--- src/common/flash_por_map.vh ---
// Constants for the serial flash power-up and reset state block
`ifndef FLASH_POR_MAP_VH
`define FLASH_POR_MAP_VH
`define CLK_MHZ               100
`define SUPPLY_TO_SELECT_US   70
`define PROG_ERASE_STARTUP_US 3000
`define SUPPLY_TO_SELECT_CYC  (`SUPPLY_TO_SELECT_US * `CLK_MHZ)
`define PROG_ERASE_STARTUP_CYC (`PROG_ERASE_STARTUP_US * `CLK_MHZ)
`define STARTUP_CNT_W         19
`define MODE_0                1'b0
`define MODE_3                1'b1
`define MODE_RESET            `MODE_3
`define PIN_IDLE              3'h7
`endif

--- src/hdl/pin_sync.v ---
// Two-flop synchroniser for a group of asynchronous pins
module pin_sync
#(
    parameter             WIDTH     = 3,
    parameter [WIDTH-1:0] RESET_VAL = {WIDTH{1'b1}}
)
(
    input  wire             i_clk_sys,
    input  wire             i_nrst,
    input  wire [WIDTH-1:0] i_async,
    output wire [WIDTH-1:0] o_sync
);
    reg [WIDTH-1:0] stage1;
    reg [WIDTH-1:0] stage2;
    genvar g;
    generate
        for (g = 0; g < WIDTH; g = g + 1)
        begin : g_bit
            always @(posedge i_clk_sys or negedge i_nrst)
            begin
                if (!i_nrst)
                begin
                    stage1[g] <= RESET_VAL[g];
                    stage2[g] <= RESET_VAL[g];
                end
                else
                begin
                    stage1[g] <= i_async[g];
                    stage2[g] <= stage1[g];
                end
            end
        end
    endgenerate
    assign o_sync = stage2;
endmodule

--- src/hdl/flash_por_state.v ---
// Power-on and reset state handling of the serial flash slave interface
`include "flash_por_map.vh"
module flash_por_state
#(
    parameter PROG_ERASE_STARTUP_CYC = `PROG_ERASE_STARTUP_CYC
)
(
    input  wire i_clk_sys,
    input  wire i_nrst,
    input  wire i_chip_select_n,
    input  wire i_serial_clock,
    input  wire i_serial_data_in,
    input  wire i_out_request,
    input  wire i_out_data,
    input  wire i_prog_erase_req,
    output reg  o_serial_data_out,
    output reg  o_serial_data_out_oe_n,
    output reg  o_clock_mode,
    output reg  o_standby,
    output reg  o_instr_start,
    output reg  o_instr_active,
    output reg  o_shift_strobe,
    output reg  o_shift_bit,
    output reg  o_prog_erase_allowed,
    output reg  o_prog_erase_go
);
    localparam ST_POR     = 2'b00;
    localparam ST_STANDBY = 2'b01;
    localparam ST_ACTIVE  = 2'b10;
    localparam [31:0] STARTUP_LAST_FULL = PROG_ERASE_STARTUP_CYC - 1;
    localparam [`STARTUP_CNT_W-1:0] STARTUP_LAST = STARTUP_LAST_FULL[`STARTUP_CNT_W-1:0];

    // Bit positions of the pins inside the synchroniser
    localparam PIN_CS  = 0;
    localparam PIN_SCK = 1;
    localparam PIN_SI  = 2;

    wire [2:0] pins_sync;
    reg  [1:0] state;
    reg  [1:0] next_state;
    reg        cs_q;
    reg        sck_q;
    reg  [`STARTUP_CNT_W-1:0] startup_cnt;
    reg        startup_done;
    reg        pe_pending;

    wire cs_s   = pins_sync[PIN_CS];
    wire sck_s  = pins_sync[PIN_SCK];
    wire si_s   = pins_sync[PIN_SI];
    wire cs_fall = cs_q & ~cs_s;
    wire cs_rise = ~cs_q & cs_s;
    wire sck_rise = ~sck_q & sck_s;

    // Accepted instruction start: select fall seen while idle in standby
    function opens_frame;
        input [1:0] st;
        input       fall;
        begin
            opens_frame = (st == ST_STANDBY) && fall;
        end
    endfunction

    // Inside an opened instruction with select still low
    function in_frame;
        input [1:0] st;
        input       cs_level;
        begin
            in_frame = (st == ST_ACTIVE) && !cs_level;
        end
    endfunction

    // Requests only heard once the reset state has been left
    function powered_up;
        input [1:0] st;
        begin
            powered_up = (st != ST_POR);
        end
    endfunction

    // Pins reset to idle high so no false select fall follows reset
    pin_sync #(.WIDTH(3), .RESET_VAL(`PIN_IDLE)) u_sync
    (
        .i_clk_sys   (i_clk_sys),
        .i_nrst      (i_nrst),
        .i_async     ({i_serial_data_in, i_serial_clock, i_chip_select_n}),
        .o_sync      (pins_sync)
    );

    // Reset state leaves on the first clock after release
    always @*
    begin
        next_state = state;
        case (state)
            ST_POR:     next_state = ST_STANDBY;
            ST_STANDBY: if (cs_fall) next_state = ST_ACTIVE;
            ST_ACTIVE:  if (cs_rise) next_state = ST_STANDBY;
            default:    next_state = ST_POR;
        endcase
    end

    // Frame tracking and pin edge history
    always @(posedge i_clk_sys or negedge i_nrst)
    begin
        if (!i_nrst)
        begin
            state          <= ST_POR;
            cs_q           <= 1'b1;
            sck_q          <= 1'b1;
            o_standby      <= 1'b0;
            o_instr_start  <= 1'b0;
            o_instr_active <= 1'b0;
        end
        else
        begin
            state          <= next_state;
            cs_q           <= cs_s;
            sck_q          <= sck_s;
            o_standby      <= (next_state == ST_STANDBY);
            o_instr_start  <= opens_frame(state, cs_fall);
            o_instr_active <= (next_state == ST_ACTIVE);
        end
    end

    // Clock mode taken from the idle clock level at each accepted select fall
    always @(posedge i_clk_sys or negedge i_nrst)
    begin
        if (!i_nrst)
            o_clock_mode <= `MODE_RESET;
        else if (opens_frame(state, cs_fall))
            o_clock_mode <= sck_s ? `MODE_3 : `MODE_0;
    end

    // Input bits taken only inside a properly opened instruction
    always @(posedge i_clk_sys or negedge i_nrst)
    begin
        if (!i_nrst)
        begin
            o_shift_strobe <= 1'b0;
            o_shift_bit    <= 1'b0;
        end
        else
        begin
            o_shift_strobe <= in_frame(state, cs_s) && sck_rise;
            if (in_frame(state, cs_s) && sck_rise)
                o_shift_bit <= si_s;
        end
    end

    // Output pin released unless the core drives it within an open frame
    always @(posedge i_clk_sys or negedge i_nrst)
    begin
        if (!i_nrst)
        begin
            o_serial_data_out      <= 1'b0;
            o_serial_data_out_oe_n <= 1'b1;
        end
        else if (in_frame(state, cs_s) && i_out_request)
        begin
            o_serial_data_out_oe_n <= 1'b0;
            o_serial_data_out      <= i_out_data;
        end
        else
        begin
            o_serial_data_out_oe_n <= 1'b1;
            o_serial_data_out      <= 1'b0;
        end
    end

    // Startup delay counted from each reset release, restarted by every reset
    always @(posedge i_clk_sys or negedge i_nrst)
    begin
        if (!i_nrst)
        begin
            startup_cnt  <= {`STARTUP_CNT_W{1'b0}};
            startup_done <= 1'b0;
        end
        else if (!startup_done)
        begin
            if (startup_cnt == STARTUP_LAST)
                startup_done <= 1'b1;
            else
                startup_cnt <= startup_cnt + 1'b1;
        end
    end

    // Program and erase held off until startup delay has run out
    always @(posedge i_clk_sys or negedge i_nrst)
    begin
        if (!i_nrst)
        begin
            pe_pending           <= 1'b0;
            o_prog_erase_allowed <= 1'b0;
            o_prog_erase_go      <= 1'b0;
        end
        else
        begin
            o_prog_erase_allowed <= startup_done;
            o_prog_erase_go      <= 1'b0;
            if (i_prog_erase_req && powered_up(state))
                pe_pending <= 1'b1;
            // A request arriving while a pending one launches stays pending
            if (startup_done && (pe_pending || i_prog_erase_req) && powered_up(state))
            begin
                o_prog_erase_go <= 1'b1;
                pe_pending      <= pe_pending && i_prog_erase_req;
            end
        end
    end
endmodule

--- config.mk ---
export PLATFORM = sky130hd
export DESIGN_NAME = flash_por_state
export DESIGN_NICKNAME = d
export VERILOG_FILES = /design/src/hdl/pin_sync.v /design/src/hdl/flash_por_state.v
export VERILOG_INCLUDE_DIRS = /design/src /design/src/common
export SDC_FILE = /design/constraint.sdc
export NUM_CORES = 1
export LEC_CHECK = 0
export BUFFER_PORTS_ARGS = -buffer_cell sky130_fd_sc_hd__buf_2
export CORE_MARGIN = 2
export CORE_UTILIZATION = 60
export CTS_CLUSTER_SIZE = 8
export DETAILED_ROUTE_END_ITERATION = 12
export GPL_ROUTABILITY_DRIVEN = 0
export PLACE_DENSITY = 0.81
export SLEW_MARGIN = 15
export SYNTH_ARGS = -nofsm -noshare
export SYNTH_HDL_FRONTEND = slang
export SYNTH_SLANG_ARGS = --single-unit
--- constraint.sdc ---
create_clock -name i_clk_sys -period 3.4 [get_ports i_clk_sys]
set_input_delay 0.17 -clock i_clk_sys [delete_from_list [all_inputs] [get_ports i_clk_sys]]
set_output_delay 0.17 -clock i_clk_sys [all_outputs]
set_load 0.02 [all_outputs]
==> flow_summary.yaml, run 1 <==
outcome:
  outcome: "finished, final reports clean"
yosys:
  avgSynthCellArea_um2: 12.7
  synthAdderAreaFrac_pct: 0.767
  synth_simple_gate_area_share_pct: 18.6
  synth_edf_count: 0
  syn-cell-area_um2: 1630
  ys_ff_latch: 41
  ys_types: 32
  synth_area_leaders: "dfrtp_1 (48%), dfstp_2 (16%), xnor2_1 (4.8%)"
  synthCells: 128
  ys_warn_count: 0
  synth-compound-area-share_pct: 5.91
  synth-xor-area-share_pct: 8.06
  synthMuxAreaShare_pct: 2.30
  synthArstFlopShare_pct: 100
  synth_top_area_share_pct: 47.6
  synth_top_family_by_area: "simple AND/OR/NAND/NOR gates"
  syn-num-nets: 137
  synth_flop_cell: "dfrtp_1"
  ys_seq_area_share_pct: 63.7
  synth_top_area_cell: "dfrtp_1"
clock_tree:
  cts_buffers: 5
  path_clk_slew_ns: 0.11
  clock_latency_ns: 0.35
  clockBufferDepth: 2
  root_buffer: "clkbuf_4"
  h-tree-depth: 2
  cts_sinks: 41
  cts_tree: "done"
  cts_setup_buffers: 0
worst_setup_path:
  rr_worst_depth: 5
  critical_path_class: "register to register"
  cp-end-kind: "register"
  reg2reg_to: "startup_cnt[1]$_DFFE_PN0P_"
  r2r_slack_ns: 1.28
  r2r_start: "startup_cnt[0]$_DFFE_PN0P_"
  crit_path_start_kind: "register"
  cp.required_ns: 3.64
  cp_max_fo: 5
  crit_arrival_ns: 2.36
timing:
  period_needed_ns: 2.12
  timing.final.crit_share_pct: 62.5
  finalClockSkew_ns: 0.00796
  tns_ns: 0
  worst_slack_ns: 1.28
  finalMaxSlewViolations: 0
  setup-violations-final: 0
  finalHoldViolCount: 0
  tightestPinTransition_ns: 0.859
  rsz0062_at_grt: "no"
  max_freq_ghz: 0.471
  max_slew_margin_pct: 42.7
detailed_routing:
  drt-vias-per-instance: 5.47
  via_count: 1028
  drt_iter0_drc: 23
  firstDrtPassIters: 4
  ant_nets: 0
  drt-total-wl_um: 2590
  routedWlPerCell_um: 13.8
  drc: 0
finish:
  fillers: 170
  layout_common_cells: "dfrtp_1 (31), buf_2 (17), nand2_1 (10), dfstp_2 (10)"
  syn2layout_area_growth_pct: 13.7
  nets: 166
  drive_gt1_share_pct: 25.9
  utilization_pct: 73.5
  diodes: 0
  layout_commonest_cell: "dfrtp_1"
place:
  dp_hpwl_um: 1790
  pre_cts_ws_ns: 1.28
  portBuffers: 17
worst_hold_path:
  whs_path_depth: 2
  hold_path.class: "input port to register"
  hold_end: "o_serial_data_out$_DFF_PN0_"
  hp-start: "i_out_data"
power_and_ir_drop:
  swShare_pct: 26.2
  p_switching_uw: 230
  ir_worst_vdd_uv: 471
  power_density_nw_per_um2: 473
  clock_power_share_pct: 26.1
  p_int_uw: 646
  leakagePower_nw: 0.866
  seqPwrFrac_pct: 62.3
  pwr-share-comb_pct: 11.7
floorplan:
  fp.coreArea_um2: 2520
  dieArea_um2: 3150
  row_count: 18
  initial_core_util_pct: 64.6
  io_pins: 18
  die_x_um: 56.1
  dieHeight_um: 56.1
grt:
  grt_usage_pct: 19.2
  grt.overflow.total: 0
  grt_pass1_vias: 993
  grt_max_degree: 42
  antenna_found_initial: 0
  grt_pass1_wl_um: 4490
job:
  maxCapViolCount: 0
power by group through the flow:
stage	Combinational, mW	Sequential (mW)	Clock (mW)
6_report	0.102	0.546	0.228
5_1_grt	0.114	0.551	0.257
4_1_cts	0.104	0.546	0.235
3_5_place_dp	0.100	0.555	0
3_3_place_gp	0.0956	0.552	0
2_1_floorplan	0.0351	0.577	0
worst max-delay path by stage:
stage | slack, ns | startpoint | to | cells after the start
floorplan | 1.41 | startup_cnt[0]$_DFFE_PN0P_ | startup_cnt[1]$_DFFE_PN0P_ | 5
global placement | 1.34 | startup_cnt[0]$_DFFE_PN0P_ | startup_cnt[1]$_DFFE_PN0P_ | 5
detailed placement | 1.28 | startup_cnt[0]$_DFFE_PN0P_ | startup_cnt[1]$_DFFE_PN0P_ | 5
CTS | 1.26 | startup_cnt[0]$_DFFE_PN0P_ | startup_cnt[1]$_DFFE_PN0P_ | 5
global route | 1.17 | startup_cnt[0]$_DFFE_PN0P_ | startup_cnt[1]$_DFFE_PN0P_ | 5
finish | 1.28 | startup_cnt[0]$_DFFE_PN0P_ | startup_cnt[1]$_DFFE_PN0P_ | 5
flip-flops by register name, indices dropped and copies added, names as in the netlist, 2 cells and up:
name / flops
startup_cnt: 19
u_sync.o_sync: 3
u_sync.stage1: 3
state: 2
timing repair:
action / 4_1_cts / 5_1_grt
hold buffers: 5 / 0
endpoints found under the hold margin: 35 / 0
resized for setup: 0 / 0
per-layer routing:
metal	global-route usage, %	up-vias	wire (µm)
met2	29.1	18	1200
met1	24.1	491	1210
met4	9.18	0	57
met5	0	-	0
li1	-	515	-
met3	7.67	4	116
cell families (layout without fill, tap and decap cells):
family	after synthesis	in the layout
and+or+nand+nor	50	50
DFF	41	41
AOI/OAI and AO/OA	15	15
xor gates and xnor gates	15	15
muxes	3	3
buffers and inverters	3	33
adders and majority gates	1	1
Yosys cell counts, drive strengths merged, types with 3 or more instances:
cell type,number
and3,4
mux2,3
xnor2,9
nor3,3
a21oi,6
dfstp,10
nand4,4
nor2,9
nand2,10
xor2,6
dfrtp,31
nand3,6
o21ai,3
inv,3
o21a,3
metrics by stage:
step | instances | hold slack [ns] | power [mW] | area (µm²)
global route | 188 | 0.0514 | 0.922 | 1850
floorplan | 128 | -0.126 | 0.612 | 1630
CTS | 188 | 0.0541 | 0.885 | 1850
global placement | 175 | 0.275 | 0.647 | 1750
finish | 188 | 0.0622 | 0.876 | 1850
detailed placement | 175 | 0.276 | 0.656 | 1750
worst max-delay path: stages, from the launching register on:
cell,delay [ns]
dfrtp_1,0.42
ha_1,0.24
or4b_4,0.49
nor4_4,0.32
a41oi_2,0.22
mux2_4,0.33
final cells by class:
| type | count | area [µm²] | share of cell area [%] |
|---|---|---|---|
| clock buffers | 6 | 41.3 | 2.23 |
| clock inverters | 2 | 10.0 | 0.540 |
| inverters | 3 | 11.3 | 0.607 |
| multi-input cells | 84 | 581 | 31.3 |
| flip-flops and latches | 41 | 1040 | 56.0 |
| well taps | 30 | 37.5 | 2.02 |
| repair buffers | 22 | 135 | 7.29 |
Power figures use the tool's default switching activity.
==> run 2, diff against run 1 <==
ABC_AREA = 1   (was default)
CORE_UTILIZATION = 52   (was 60)
PLACE_DENSITY = 0.74   (was 0.81)
clock period = 1.8 ns   (was 3.4 ns; I/O delays follow)
==> run 2 against run 1 <==
Compared with the run above: utilization decreased by 12 points; non-clock buffer count increased by 3; cell count increased by 62%; cell area increased by 20%; clock skew decreased by 0.0042 ns; first-iteration DRC count increased to 4.2 times the previous value; largest power group unchanged; combinational power increased by 29%; clock power increased to 2.6 times the previous value; clock-buffer cell count decreased by 1; sequential power increased by 82%; routed wire length increased by 32%; hold slack got worse by 0.0059 ns.
==> flow_summary.yaml, run 2 <==
outcome:
  outcome: "finished, final reports clean"
finish:
  layout_common_cells: "nand2_1 (77), dfrtp_1 (31), nor2_1 (27), inv_1 (18), buf_2 (17)"
  drive_gt1_share_pct: 21.5
  diodes: 0
  top_register: "startup_cnt"
  syn2layout_area_growth_pct: 14.7
  register_area_um2: 1040
  utilization_pct: 61.4
  stdcell_area_um2: 2230
  final_cells: 304
  nets: 264
  multi_input_area_um2: 798
  largest_reg_flops: 19
  layout_commonest_cell: "nand2_1"
  fillers: 328
clock_tree:
  cts_buffers: 5
  cts_tree: "done"
  clockBufferDepth: 2
  h-tree-depth: 2
  path_clk_slew_ns: 0.08
  cts_sinks: 41
  root_buffer: "clkbuf_8"
  clock_latency_ns: 0.30
  cts_setup_buffers: 0
floorplan:
  die_x_um: 65.2
  dieHeight_um: 65.2
  dieArea_um2: 4250
  io_pins: 18
  fp.coreArea_um2: 3630
  row_count: 22
  initial_core_util_pct: 53.6
grt:
  antenna_found_initial: 0
  grt.overflow.total: 0
  grt_pass1_vias: 1401
  grt_pass1_wl_um: 6170
  grt_max_degree: 29
  grt_usage_pct: 19.4
timing:
  timing.final.crit_share_pct: 87.7
  finalMaxSlewViolations: 0
  finalClockSkew_ns: 0.00377
  finalHoldViolCount: 0
  period_needed_ns: 1.58
  tns_ns: 0
  max_slew_margin_pct: 61.1
  setup-violations-final: 0
  rsz0062_at_grt: "no"
  max_freq_ghz: 0.633
  tightestPinTransition_ns: 0.583
  worst_slack_ns: 0.221
detailed_routing:
  drt-vias-per-instance: 4.81
  drt-total-wl_um: 3410
  drt_iter0_drc: 97
  ant_nets: 0
  firstDrtPassIters: 4
  drc: 0
  via_count: 1463
  routedWlPerCell_um: 11.2
yosys:
  avgSynthCellArea_um2: 8.61
  synth_area_leaders: "dfrtp_1 (40%), nand2_1 (15%), dfstp_2 (13%)"
  synth_edf_count: 0
  ys_warn_count: 0
  ys_ff_latch: 41
  yosysMostFrequentCell: "nand2_1"
  synth_top_area_share_pct: 39.8
  synthCells: 226
  ys_types: 26
  ys_top_cells_by_count: "nand2_1 (77), dfrtp_1 (31), nor2_1 (27)"
  syn-cell-area_um2: 1950
  ys_seq_area_share_pct: 53.3
  synthArstFlopShare_pct: 100
  synth_top_area_cell: "dfrtp_1"
  synth_flop_cell: "dfrtp_1"
  syn-num-nets: 235
worst_setup_path:
  r2r_slack_ns: 0.22
  cp.required_ns: 1.99
  critical_path_class: "register to register"
  cp-end-kind: "register"
  crit_arrival_ns: 1.77
  r2r_start: "startup_cnt[0]$_DFFE_PN0P_"
  reg2reg_to: "startup_cnt[7]$_DFFE_PN0P_"
  rr_worst_depth: 8
  crit_path_start_kind: "register"
  cp_max_fo: 22
worst_hold_path:
  whs_path_depth: 3
  hold_path.class: "input port to register"
  hold_end: "pe_pending$_DFFE_PN0P_"
  hp-start: "i_prog_erase_req"
place:
  place_inst: 290
  dp_hpwl_um: 2490
  placed_cell_area_um2: 2070
  portBuffers: 17
  pre_cts_ws_ns: 0.141
power_and_ir_drop:
  leakagePower_nw: 1.05
  ir_worst_vdd_uv: 413
  power_density_nw_per_um2: 775
job:
  maxCapViolCount: 0
[run 2: cell types whose count changed after synthesis, sizes merged, moves of 4 or more]
cell / before / now
nand2: 10 / 81
nor2: 9 / 30
and3: 4 / 0
a21oi: 6 / 2
nand3: 6 / 13
inv: 3 / 22
[run 2: cells by family (layout without fill, tap and decap cells)]
family,Yosys count,in the layout,share of synthesized area [%]
flip-flops,41,41,53.3
buffers and inverters,25,55,6.11
adder cells (fa/ha/maj),1,1,0.643
AO/OA/AOI/OAI,11,11,3.79
AND/OR/NAND/NOR,135,135,30.3
XOR/XNOR,13,13,5.85
[run 2: layout make-up]
class | count | share of cell area (%)
flip-flops and latches | 41 | 46.5
multi-input cells | 160 | 35.8
clock inverters | 3 | 0.953
well taps | 48 | 2.69
inverters | 22 | 3.81
repair buffers | 25 | 7.17
clock buffers | 5 | 3.08
[run 2: how the worst max path moves through the flow]
stage | start | end | depth (start not counted)
detailed placement | startup_cnt[1]$_DFFE_PN0P_ | startup_cnt[7]$_DFFE_PN0P_ | 8
floorplan | startup_cnt[0]$_DFFE_PN0P_ | startup_cnt[4]$_DFFE_PN0P_ | 9
finish | startup_cnt[0]$_DFFE_PN0P_ | startup_cnt[7]$_DFFE_PN0P_ | 8
CTS | startup_cnt[0]$_DFFE_PN0P_ | startup_cnt[7]$_DFFE_PN0P_ | 8
global route | startup_cnt[0]$_DFFE_PN0P_ | startup_cnt[13]$_DFFE_PN0P_ | 8
global placement | startup_cnt[0]$_DFFE_PN0P_ | startup_cnt[13]$_DFFE_PN0P_ | 8
[run 2: critical path: stages, from the launching register on]
cell,delay (ns)
dfrtp_1,0.40
ha_1,0.24
inv_1,0.11
nor2_4,0.18
nand3_4,0.14
nand2_8,0.17
inv_4,0.10
nand2_1,0.07
nand2_1,0.05
[run 2: layer usage]
metal  track usage (%)  up-vias  wire (µm)
met3              5.65        6        117
met2              32.3       21       1680
met4              7.03        0         57
li1                  -      760          -
met1              24.1      676       1550
met5                 0        -          0
[run 2: stage by stage]
step / total power, mW / hold slack [ns]
5_1_grt: 1.83 / 0.0741
4_1_cts: 1.75 / 0.0535
3_3_place_gp: 1.13 / 0.132
3_5_place_dp: 1.14 / 0.126
2_1_floorplan: 1.08 / -0.206
6_report: 1.73 / 0.0563
[run 2: report_power, final]
part / leakage, nW / switching, mW / internal [mW]
clock network: 0.0445 / 0.327 / 0.275
registers: 0.510 / 0.0216 / 0.973
logic: 0.496 / 0.0811 / 0.0513
total: 1.05 / 0.429 / 1.30
[run 2: what timing repair did]
action,in CTS,in global routing
endpoints found under the setup margin,0,6
hold buffers,6,0
gates resized for setup,0,1
hold endpoints to repair,22,0
